`src/shared/tmc_defs.svh`:
```
// constants for the split/capture timer: register offsets, fields, reset values, divide counts
// assumes an APB slave with 32-bit data and word-aligned registers
`ifndef TMC_DEFS_SVH
`define TMC_DEFS_SVH

`define TMC_OFF_CTRL 12'h000
`define TMC_OFF_COUNT 12'h004
`define TMC_OFF_RELOAD 12'h008
`define TMC_OFF_STATUS 12'h00C
`define TMC_OFF_MASK 12'h010
`define TMC_OFF_ID 12'h014

// control register fields
`define TMC_CTRL_RUN 0
`define TMC_CTRL_SPLIT 1
`define TMC_CTRL_CAPTURE 2
`define TMC_CTRL_HI_SYSTEM_CLOCK_IN 3
`define TMC_CTRL_LO_SYSTEM_CLOCK_IN 4
`define TMC_CTRL_EXT_SEL 5
`define TMC_CTRL_LO_IRQ_EN 6
`define TMC_CTRL_IRQ_EN 7
`define TMC_CTRL_WIDTH 8
`define TMC_CTRL_RESET 8'h00

// status / mask fields
`define TMC_ST_HI_OVF 0
`define TMC_ST_LO_OVF 1
`define TMC_ST_CAPTURE 2
`define TMC_ST_WIDTH 3
`define TMC_MASK_RESET 3'h7

// clock prescale figures
`define TMC_SYS_DIV 12
`define TMC_SYS_DIV_W 4
`define TMC_EXT_DIV 8
`define TMC_EXT_DIV_W 3

// identity value, arbitrary
`define TMC_ID_VALUE 32'h0000_0A5C

`endif

```
`src/shared/tmc_pkg.sv`:
```
// types for the split/capture timer
// assumes tmc_defs.svh for the numeric constants
package tmc_pkg;

	typedef struct packed {
		logic irq_en;
		logic lo_irq_en;
		logic ext_sel;
		logic lo_system_clock_in;
		logic hi_system_clock_in;
		logic capture;
		logic split;
		logic run;
	} tmc_ctrl_t;

	typedef struct packed {
		logic [7:0] hi;
		logic [7:0] lo;
	} tmc_word_t;

	typedef struct packed {
		logic capture;
		logic lo_ovf;
		logic hi_ovf;
	} tmc_events_t;

	typedef enum logic [2:0] {
		TMC_ACC_IDLE = 3'b001,
		TMC_ACC_SETUP = 3'b010,
		TMC_ACC_ACCESS = 3'b100
	} tmc_apb_state_t;

endpackage

```
`src/logic/tmc_timer.sv`:
```
// split 8-bit / 16-bit timer with external oscillator capture, APB registers
// assumes one 50 MHz clock, synchronous reset, external clock as a plain input
//
// Design decisions made here: register access over APB and the register offsets.
`timescale 1ns/1ps
`include "tmc_defs.svh"

module tmc_timer
(
	input wire logic i_clock,
	input wire logic i_sys_rst,
	input wire logic i_ext_clock,
	input wire logic i_psel,
	input wire logic i_penable,
	input wire logic i_pwrite,
	input wire logic [11:0] i_paddr,
	input wire logic [31:0] i_pwdata,
	output logic [31:0] o_prdata,
	output logic o_pready,
	output logic o_pslverr,
	output logic o_irq
);

	tmc_pkg::tmc_ctrl_t ctrl_r;
	tmc_pkg::tmc_ctrl_t ctrl_nxt;
	tmc_pkg::tmc_word_t count_r;
	tmc_pkg::tmc_word_t count_nxt;
	tmc_pkg::tmc_word_t reload_r;
	tmc_pkg::tmc_word_t reload_nxt;
	logic [`TMC_ST_WIDTH-1:0] status_r;
	logic [`TMC_ST_WIDTH-1:0] status_nxt;
	logic [`TMC_ST_WIDTH-1:0] mask_r;
	logic [`TMC_ST_WIDTH-1:0] mask_nxt;
	logic [31:0] prdata_r;
	logic [31:0] prdata_nxt;
	logic pready_r;
	logic pready_nxt;
	logic pslverr_r;
	logic pslverr_nxt;
	logic irq_r;
	logic irq_nxt;

	logic sys12_tick;
	logic ext_tick;
	logic capture_evt;
	tmc_pkg::tmc_events_t evt;
	logic hi_en;
	logic lo_en;
	logic lo_wrap;
	logic hi_wrap;
	logic access;
	logic wr;
	logic mapped;

	tmc_prescaler u_prescaler
	(
		.i_clock(i_clock),
		.i_sys_rst(i_sys_rst),
		.o_tick(sys12_tick)
	);

	tmc_ext_edge u_ext_edge
	(
		.i_clock(i_clock),
		.i_sys_rst(i_sys_rst),
		.i_ext_clock(i_ext_clock),
		.o_ext_tick(ext_tick),
		.o_capture(capture_evt)
	);

	// count enables per byte
	always_comb
	begin
		if (ctrl_r.hi_system_clock_in)
			hi_en = 1'b1;
		else if (ctrl_r.ext_sel)
			hi_en = ext_tick;
		else
			hi_en = sys12_tick;
		if (ctrl_r.lo_system_clock_in)
			lo_en = 1'b1;
		else if (ctrl_r.ext_sel && !ctrl_r.capture)
			lo_en = ext_tick;
		else
			lo_en = sys12_tick;
		hi_en = hi_en && ctrl_r.run;
		lo_en = lo_en && ctrl_r.run;
	end

	assign access = i_psel && i_penable && !pready_r;
	assign wr = access && i_pwrite;
	assign mapped = (i_paddr == `TMC_OFF_CTRL) || (i_paddr == `TMC_OFF_COUNT)
		|| (i_paddr == `TMC_OFF_RELOAD) || (i_paddr == `TMC_OFF_STATUS)
		|| (i_paddr == `TMC_OFF_MASK) || (i_paddr == `TMC_OFF_ID);

	// counter, reload and capture
	always_comb
	begin
		count_nxt = count_r;
		reload_nxt = reload_r;
		lo_wrap = 1'b0;
		hi_wrap = 1'b0;
		if (ctrl_r.split && !ctrl_r.capture)
		begin
			// two independent bytes, each with its own source
			if (lo_en)
			begin
				count_nxt.lo = count_r.lo + 8'h01;
				lo_wrap = (count_r.lo == 8'hFF);
			end
			if (hi_en)
			begin
				count_nxt.hi = count_r.hi + 8'h01;
				hi_wrap = (count_r.hi == 8'hFF);
			end
		end
		else if (lo_en)
		begin
			// 16-bit: low byte source drives the whole count
			count_nxt.lo = count_r.lo + 8'h01;
			lo_wrap = (count_r.lo == 8'hFF);
			if (lo_wrap)
			begin
				count_nxt.hi = count_r.hi + 8'h01;
				hi_wrap = (count_r.hi == 8'hFF);
			end
			// auto-reload on full wrap, only outside capture
			if (hi_wrap && !ctrl_r.capture)
				count_nxt = reload_r;
		end
		if (ctrl_r.capture && capture_evt)
			reload_nxt = count_r;
		if (wr && i_paddr == `TMC_OFF_COUNT)
			count_nxt = i_pwdata[15:0];
		if (wr && i_paddr == `TMC_OFF_RELOAD)
			reload_nxt = i_pwdata[15:0];
		// a capture in the same cycle as a reload write wins
		if (ctrl_r.capture && capture_evt)
			reload_nxt = count_r;
	end

	always_comb
	begin
		evt.hi_ovf = hi_wrap || (ctrl_r.capture && capture_evt);
		evt.lo_ovf = lo_wrap;
		evt.capture = ctrl_r.capture && capture_evt;
	end

	// control, status, mask and bus answer
	always_comb
	begin
		ctrl_nxt = ctrl_r;
		mask_nxt = mask_r;
		status_nxt = status_r;
		prdata_nxt = prdata_r;
		pready_nxt = access;
		pslverr_nxt = access && !mapped;
		if (wr && i_paddr == `TMC_OFF_CTRL)
			ctrl_nxt = i_pwdata[`TMC_CTRL_WIDTH-1:0];
		if (wr && i_paddr == `TMC_OFF_MASK)
			mask_nxt = i_pwdata[`TMC_ST_WIDTH-1:0];
		// write-one-to-clear only; hardware never clears
		if (wr && i_paddr == `TMC_OFF_STATUS)
			status_nxt = status_r & ~i_pwdata[`TMC_ST_WIDTH-1:0];
		status_nxt = status_nxt | evt;
		if (access && !i_pwrite)
		begin
			unique case (i_paddr)
				`TMC_OFF_CTRL: prdata_nxt = {24'h00_0000, ctrl_r};
				`TMC_OFF_COUNT: prdata_nxt = {16'h0000, count_r};
				`TMC_OFF_RELOAD: prdata_nxt = {16'h0000, reload_r};
				`TMC_OFF_STATUS: prdata_nxt = {29'h000_0000, status_r};
				`TMC_OFF_MASK: prdata_nxt = {29'h000_0000, mask_r};
				`TMC_OFF_ID: prdata_nxt = `TMC_ID_VALUE;
				default: prdata_nxt = 32'h0000_0000;
			endcase
		end
	end

	// interrupt line
	always_comb
	begin
		// low flag reaches the line only with its own enable
		irq_nxt = ctrl_r.irq_en && (
			(status_r[`TMC_ST_HI_OVF] && mask_r[`TMC_ST_HI_OVF])
			|| (ctrl_r.lo_irq_en && status_r[`TMC_ST_LO_OVF]
				&& mask_r[`TMC_ST_LO_OVF])
			|| (status_r[`TMC_ST_CAPTURE] && mask_r[`TMC_ST_CAPTURE]));
	end

	// counter and reload registers
	always_ff @(posedge i_clock)
	begin
		if (i_sys_rst)
		begin
			count_r <= 16'h0000;
			reload_r <= 16'h0000;
		end
		else
		begin
			count_r <= count_nxt;
			reload_r <= reload_nxt;
		end
	end

	// software-visible control, mask and sticky flags
	always_ff @(posedge i_clock)
	begin
		if (i_sys_rst)
		begin
			ctrl_r <= `TMC_CTRL_RESET;
			status_r <= 3'h0;
			mask_r <= `TMC_MASK_RESET;
		end
		else
		begin
			ctrl_r <= ctrl_nxt;
			status_r <= status_nxt;
			mask_r <= mask_nxt;
		end
	end

	// bus answer: registered, so it stands one cycle after the access edge
	always_ff @(posedge i_clock)
	begin
		if (i_sys_rst)
		begin
			prdata_r <= 32'h0000_0000;
			pready_r <= 1'b0;
			pslverr_r <= 1'b0;
		end
		else
		begin
			prdata_r <= prdata_nxt;
			pready_r <= pready_nxt;
			pslverr_r <= pslverr_nxt;
		end
	end

	// registered line, so flag and mask updates never glitch the output
	always_ff @(posedge i_clock)
	begin
		if (i_sys_rst)
			irq_r <= 1'b0;
		else
			irq_r <= irq_nxt;
	end

	assign o_prdata = prdata_r;
	assign o_pready = pready_r;
	assign o_pslverr = pslverr_r;
	assign o_irq = irq_r;

endmodule

```
`src/logic/tmc_prescaler.sv`:
```
// system clock divide-by-12 enable generator
// assumes one system clock; emits a one-cycle enable pulse per 12 clocks
`timescale 1ns/1ps
`include "tmc_defs.svh"

module tmc_prescaler
(
	input wire logic i_clock,
	input wire logic i_sys_rst,
	output logic o_tick
);

	logic [`TMC_SYS_DIV_W-1:0] count_r;
	logic [`TMC_SYS_DIV_W-1:0] count_nxt;
	logic tick_r;
	logic tick_nxt;

	always_comb
	begin
		tick_nxt = 1'b0;
		count_nxt = count_r + 4'h1;
		if (count_r == 4'(`TMC_SYS_DIV - 1))
		begin
			count_nxt = 4'h0;
			tick_nxt = 1'b1;
		end
	end

	always_ff @(posedge i_clock)
	begin
		if (i_sys_rst)
		begin
			count_r <= 4'h0;
			tick_r <= 1'b0;
		end
		else
		begin
			count_r <= count_nxt;
			tick_r <= tick_nxt;
		end
	end

	assign o_tick = tick_r;

endmodule

```
`src/logic/tmc_ext_edge.sv`:
```
// external oscillator divide-by-8 and falling-edge detector
// assumes the external clock is asynchronous; two flops synchronise its level before edge detection
`timescale 1ns/1ps
`include "tmc_defs.svh"

module tmc_ext_edge
(
	input wire logic i_clock,
	input wire logic i_sys_rst,
	input wire logic i_ext_clock,
	output logic o_ext_tick,
	output logic o_capture
);

	logic [1:0] sync_r;
	logic [1:0] sync_nxt;
	logic prev_r;
	logic prev_nxt;
	logic [`TMC_EXT_DIV_W-1:0] div_r;
	logic [`TMC_EXT_DIV_W-1:0] div_nxt;
	logic div_prev_r;
	logic div_prev_nxt;
	logic tick_r;
	logic tick_nxt;
	logic cap_r;
	logic cap_nxt;

	always_comb
	begin
		sync_nxt = {sync_r[0], i_ext_clock};
		prev_nxt = sync_r[1];
		div_nxt = div_r;
		tick_nxt = 1'b0;
		// divide on rising edges of the synchronised clock
		if (sync_r[1] && !prev_r)
		begin
			div_nxt = div_r + 3'h1;
			tick_nxt = (div_r == 3'(`TMC_EXT_DIV - 1));
		end
		div_prev_nxt = div_r[`TMC_EXT_DIV_W-1];
		// msb of the divider is the clock/8 waveform; its fall marks capture
		cap_nxt = div_prev_r && !div_r[`TMC_EXT_DIV_W-1];
	end

	always_ff @(posedge i_clock)
	begin
		if (i_sys_rst)
		begin
			sync_r <= 2'b00;
			prev_r <= 1'b0;
			div_r <= 3'h0;
			div_prev_r <= 1'b0;
			tick_r <= 1'b0;
			cap_r <= 1'b0;
		end
		else
		begin
			sync_r <= sync_nxt;
			prev_r <= prev_nxt;
			div_r <= div_nxt;
			div_prev_r <= div_prev_nxt;
			tick_r <= tick_nxt;
			cap_r <= cap_nxt;
		end
	end

	assign o_ext_tick = tick_r;
	assign o_capture = cap_r;

endmodule

```
`config.mk`:
```
export PLATFORM = sky130hd
export DESIGN_NAME = tmc_timer
export DESIGN_NICKNAME = d
export VERILOG_FILES = /design/src/shared/tmc_pkg.sv /design/src/logic/tmc_timer.sv /design/src/logic/tmc_prescaler.sv /design/src/logic/tmc_ext_edge.sv
export VERILOG_INCLUDE_DIRS = /design/src /design/src/shared
export SDC_FILE = /design/constraint.sdc
export NUM_CORES = 1
export LEC_CHECK = 0
export BUFFER_PORTS_ARGS = -buffer_cell sky130_fd_sc_hd__buf_2
export CORE_MARGIN = 2
export CORE_UTILIZATION = 50
export CTS_CLUSTER_SIZE = 30
export DETAILED_ROUTE_END_ITERATION = 16
export PLACE_DENSITY = 0.74
export SETUP_SLACK_MARGIN = 0.05
export SLEW_MARGIN = 20
export SYNTH_ARGS = -nofsm -noshare
export SYNTH_HDL_FRONTEND = slang
export SYNTH_SLANG_ARGS = --single-unit
export TNS_END_PERCENT = 50
```
`constraint.sdc`:
```
create_clock -name i_clock -period 2.64 [get_ports i_clock]
set_input_delay 0.264 -clock i_clock [delete_from_list [all_inputs] [get_ports i_clock]]
set_output_delay 0.264 -clock i_clock [all_outputs]
set_load 0.005 [all_outputs]
```
# Yosys cells after proc, flatten, opt, wreduce, memory -nomap -nowiden
# Cells that the tools add are included.
classes:
  addsub: 4
  n_eq_ne: 10
  muxes: 23
  bitwise: 4
  reduce_logical: 45
op_table:
  columns: ["op", "n"]
  rows:
  - ["$mux W16", 6]
  - ["$pmux W16 S6", 1]
  - ["$eq A12 B4 Y1 const B", 2]
  - ["$eq A12 B5 Y1 const B", 2]
  - ["$mux W8", 3]
  - ["$logic_and A1 B1 Y1", 23]
  - ["$add A8 B1 Y8 const B", 2]
  - ["$eq A8 B8 Y1 const B", 2]
  - ["$eq A12 B3 Y1 const B", 1]
  - ["$logic_not A12 Y1", 1]
  - ["$mux W1", 12]
  - ["$logic_or A1 B1 Y1", 8]
  - ["$logic_not A1 Y1", 6]
  - ["$add A4 B1 Y4 const B", 1]
  - ["$eq A4 B4 Y1 const B", 1]
  - ["$reduce_bool A2 Y1", 2]
  - ["$reduce_bool A4 Y1", 1]
  - ["$reduce_or A2 Y1", 2]
  - ["$add A3 B1 Y3 const B", 1]
  - ["$and A3 B3 Y3", 1]
  - ["$eq A3 B3 Y1 const B", 1]
  - ["$mux W3", 1]
  - ["$ne A3 B2 Y1 const B", 1]
  - ["$not A3 Y3", 1]
  - ["4 further kinds", 4]
word_totals:
  register_bits: 95
  in_bits: 50
  output_inout_bits: 35
  word_cells: 112

# Depth between registers and ports, before layout
depth:
  depth_word: 12
  ltp_mapped: 9

# Cells and area by module
# From an unflattened synthesis, not the netlist that was laid out.
hier_totals:
  cells_unflattened: 495
  hier_area_um2: 4137.7
modules_own_cells:
  columns: ["module", "n_inst", "cells_per_inst", "area_each_um2"]
  rows:
  - ["tmc_timer", 1, 450, 3595.9]
  - ["tmc_ext_edge", 1, 27, 342.8]
  - ["tmc_prescaler", 1, 18, 198.9]

# Least setup slack after synthesis
# Ideal clock, no wire load.
synth_path:
  kind: "reg-to-reg"
  from: "reg count_r[8] (netlist name)"
  to: "reg count_r[13] (netlist name)"
  setup_ns: 0.132
  arrival_ns: 1.885
  slack_ns: 0.623
  path_stages_with_launch: 10
  synth_period_minus_slack_ns: 2.017
  cell_sequence: "dfxtp_1 ha_1 nand3_1 nor4_2 and2_1 buf_2 buf_4 o21ai_0 a221oi_1 nor3_1"
synth_via:
  elab_chain_len: 9
synth_lines:
  columns: ["item", "line", "text"]
  rows:
  - ["start, declared", "tmc_timer.sv:26", "tmc_pkg::tmc_word_t count_r;"]
  - ["start signal, assigned", "tmc_timer.sv:201", "count_r <= count_nxt;"]
  - ["parallel branches: the longest is 9 deep, another holds $add A8 B1 Y8", null, null]
# Several ways; the timed one is not identified. The select of a mux whose other input is x is not followed.
# A chain may end at the register's enable or synchronous reset.

# Worst setup path in the final report
layout_path:
  from: "reg count_r[0] (netlist name)"
  to: "reg count_r[13] (netlist name)"
layout_via:
  elab_chain_len: 9
layout_lines:
  columns: ["item", "line", "text"]
  rows:
  - ["$eq A8 B8 Y1 *", "tmc_timer.sv:121", "lo_wrap = (count_r.lo == 8'hFF);"]
  - ["$mux W1", "tmc_timer.sv:122", "if (lo_wrap)"]
  - ["$mux W1", "tmc_timer.sv:117", "else if (lo_en)"]
  - ["$mux W1", "tmc_timer.sv:103", "if (ctrl_r.split && !ctrl_r.capture)"]
  - ["$logic_and A1 B1 Y1", "tmc_timer.sv:128", "if (hi_wrap && !ctrl_r.capture)"]
  - ["$mux W16", "tmc_timer.sv:128", null]
  - ["$mux W16", "tmc_timer.sv:117", null]
  - ["$mux W16", "tmc_timer.sv:103", null]
  - ["$mux W16", "tmc_timer.sv:133", "if (wr && i_paddr == `TMC_OFF_COUNT)"]
# Mark *: on every way between the ends. The rest lies on a longest branch, timed or not. The select of a mux whose other input is x is not followed.

==> metrics.md <==
| Metric | Value |
|---|---|
| Crit Path Class | `reg2reg` |
| Critical path, cell by cell | `ha_1 > nand3_1 > nor3_1 > a32o_1 > o21ai_0 > a221oi_1 > nor3_1` |
| Max-slew violation count | `0` |
| Post-route fraction of the period consumed by the critical path | `87.28%` |
| Most frequently used cell type in the post-synthesis netlist | `dfxtp_1` |
| Async set or reset register ratio after synthesis | `0%` |
| Post-CTS setup buffer count | `0` |
| Worst setup slack after layout | `335.7 ps` |
| Root buffer cell | `clkbuf_8` |
| Top cell type by total area after synthesis | `dfxtp_1` |
| Count of maximum capacitance violations | `0` |
| Clk_lat worst skew | `360 ps` |
| Hold Slack | `113.5 ps` |
| Sum of negative setup slack | `0 ps` |
| Pre-CTS worst setup slack | `387.5 ps` |
| Max Fclk | `434.0 MHz` |
| Top flip-flop cell by instance count after synthesis | `dfxtp_1` |
| Number of flops mapped to enable cells by yosys | `0` |
| Number of routed nets with antenna violations | `0` |
| Largest net degree at the start of global routing | `41` |
| Routability congestion estimate | `0.9285` |
| Slowest cell on the critical path | `dfxtp_1` |
| Y dimension of the die | `94.32 um` |
| Area Overhead vs Synth | `12.70%` |
| Nature of the critical path startpoint | `register` |
| Count of synthesis-stage warnings from yosys | `0` |
| Final-stage net count | `583` |
| Min Tclk post-route | `2304 ps` |
| Data arrival time of the critical path | `2540 ps` |
| Most frequent cell on the critical path | `nor3_1` |
| Worst setup skew after layout | `7.978 ps` |
| Setup violation total in the final timing report | `0` |
| CTS tree | `yes` |
| Dominant delay contributor by cell family on the critical path | `compound AO/OA/AOI/OAI gates` |
| Placeable core region | `7807 sq um` |
| Final WL | `10.48 mm` |
| CTS hold repair buffers | `0` |
| Initial standard-cell utilization of the core | `52.24%` |
| Maximum root-to-sink buffer count | `2` |
| Share of synthesized area occupied by flip-flops and latches | `38.77%` |
| Crit-path max cell delay | `450 ps` |
| Final Hold Violating Endpoints | `0` |
| Layout cell share with drive strength beyond 1 | `18.39%` |
| R2r startpoint | `count_r[0]` |
| CP Buf/Inv Count | `0` |
| Global routing met2 resource utilization | `38.93%` |
| Synthesized flop and latch total | `79` |
| Post-CTS clock slew at the launch and capture registers of the worst setup and hold paths | `90 ps` |
| Area of the mapped netlist | `4079 sq um` |
| H-tree level count | `3` |
| Post-detailed-route DRC marker count | `0` |
| Horizontal extent of the die | `94.32 um` |
| Met1 layer usage reported by global route | `35.09%` |
| Total via count after detailed routing | `3781` |
| Number of instances resized during post-cts repair | `0` |
| Total power per unit cell area | `503.0 nW/um^2` |
| Largest cells by area after synthesis | `dfxtp_1 39%, mux2i_1 7.6%, nor2_1 5.5%` |
| Maximum ir drop on the vdd rail | `0.3081 mV` |
| Cell types with the highest counts after synthesis | `79 x dfxtp_1, 60 x nor2_1, 39 x nand2_1` |
| Number of global-route vias before repair | `3488` |
| Largest fanout of any net on the critical path | `10` |
| Status | `finished, final reports clean` |
| Worst rel slew slack | `50.48%` |
| DP HPWL | `7.300 mm` |
| Power after layout | `2.312 mW` |
| Gr ovfl total | `0` |
| Violation count after the first detailed-routing iteration | `353` |
| Most congested layer reported by global routing | `met2` |
| Slew at the pin closest to its max-slew limit | `742.8 ps` |
| Setup crit start | `count_r[0]` |
| Wire length of the first global-routing pass | `17.32 mm` |
| Post-synthesis cell count | `482` |
| Leakage power summed over all cells | `1.875 nW` |
| Synthesized area per cell | `8.462 sq um` |
| Antenna diode count | `0` |
| RSZ-0062 raised after global routing | `false` |
| Met3 Use GR | `3.933%` |
| GR Util All Layers | `25.08%` |
| Type of destination of the critical path | `register` |
| Antenna violations before repair | `0` |
| WP data required | `2880 ps` |
| CTS Buf Count | `9` |
| Number of iterations in the first detailed-routing pass | `5` |
| Netlist cell types | `56` |
| CTS Sinks | `79` |
| Path category of the worst min-delay check | `in2reg` |
| Detailed-route vias per instance | `5.954` |
| WL/cell | `16.50 um` |
| Total die area | `8896 sq um` |
| Buffers on Ports | `52` |
| Portion of synthesized cell area occupied by the leading cell type | `38.77%` |
| Startpoint of the worst hold path | `i_ext_clock` |
| Number of standard-cell rows in the floorplan | `32` |
| Total I/O pin count | `85` |
==> cells in the final DEF, fill, tap and decap left out, types with 7 or more instances in the layout <==
cell      count
buf_2        52
dfxtp_1      79
conb_1       16
nand2_1      39
a211oi_1     20
a21oi_1      24
buf_4        17
nor3_1       15
nor2b_1      14
mux2i_1      31
a211o_1       7
a31oi_1      10
a22oi_1      10
clkbuf_8      9
nand3_1      13
o21ai_0      26
nor2_1       60
==> metal layers <==
layer  up-vias  wire length [um]
met1      1809              4739
met2       139              4793
met4         0               196
met3        19               748
li1       1814                 -
met5         -                 0
==> per-stage QoR <==
stage | area (sq um) | cells | util [%]
final | 4597 | 635 | 58.88
after floorplan | 4135 | 497 | -
after CTS | 4589 | 635 | 58.78
after detailed placement | 4380 | 619 | 56.11
after global routing | 4597 | 635 | 58.88
after global placement | 4380 | 619 | 56.11
==> cells by family (layout without fill, tap and decap cells) <==
group	Yosys count	after routing	share of synthesized area [%]
and+or+nand+nor	180	180	22.48
AOI/OAI and AO/OA	126	126	21.14
DFF	79	79	38.77
buffers and inverters	54	90	7.086
muxes	31	31	7.607
xor gates and xnor gates	6	6	1.288
adders and majority gates	5	5	1.534
other	1	16	0.09194
==> flip-flops by register name, indices dropped and copies added (netlist names), 2 cells and up <==
name	cells
count_r	16
ctrl_r	8
mask_r	3
o_prdata	16
reload_r	16
status_r	3
u_ext_edge.div_r	3
u_ext_edge.sync_r	2
u_prescaler.count_r	4
==> worst paths after layout <==
check,end,cells after the start,slack [ps]
hold reg to reg,o_prdata[5],2,450
hold / removal,u_ext_edge.sync_r[0],2,110
setup / recovery,count_r[13],7,340
setup reg to reg,count_r[13],7,340
==> where the power goes <==
group | internal (mW) | switching [mW] | total, mW | leakage, nW
Combinational | 0.0518 | 0.0858 | 0.138 | 1.13
Sequential | 1.20 | 0.00901 | 1.21 | 0.638
Clock | 0.459 | 0.505 | 0.964 | 0.107
==> layout make-up <==
cell class / instances / area, sq um
repair buffers: 69 / 387.9
fillers: 725 / 3211
inverters: 5 / 18.77
multi-input cells: 364 / 2272
flip-flops and latches: 79 / 1582
clock buffers: 9 / 123.9
clock inverters: 7 / 85.08
well taps: 102 / 127.6
(Power assumes the default switching activity.)
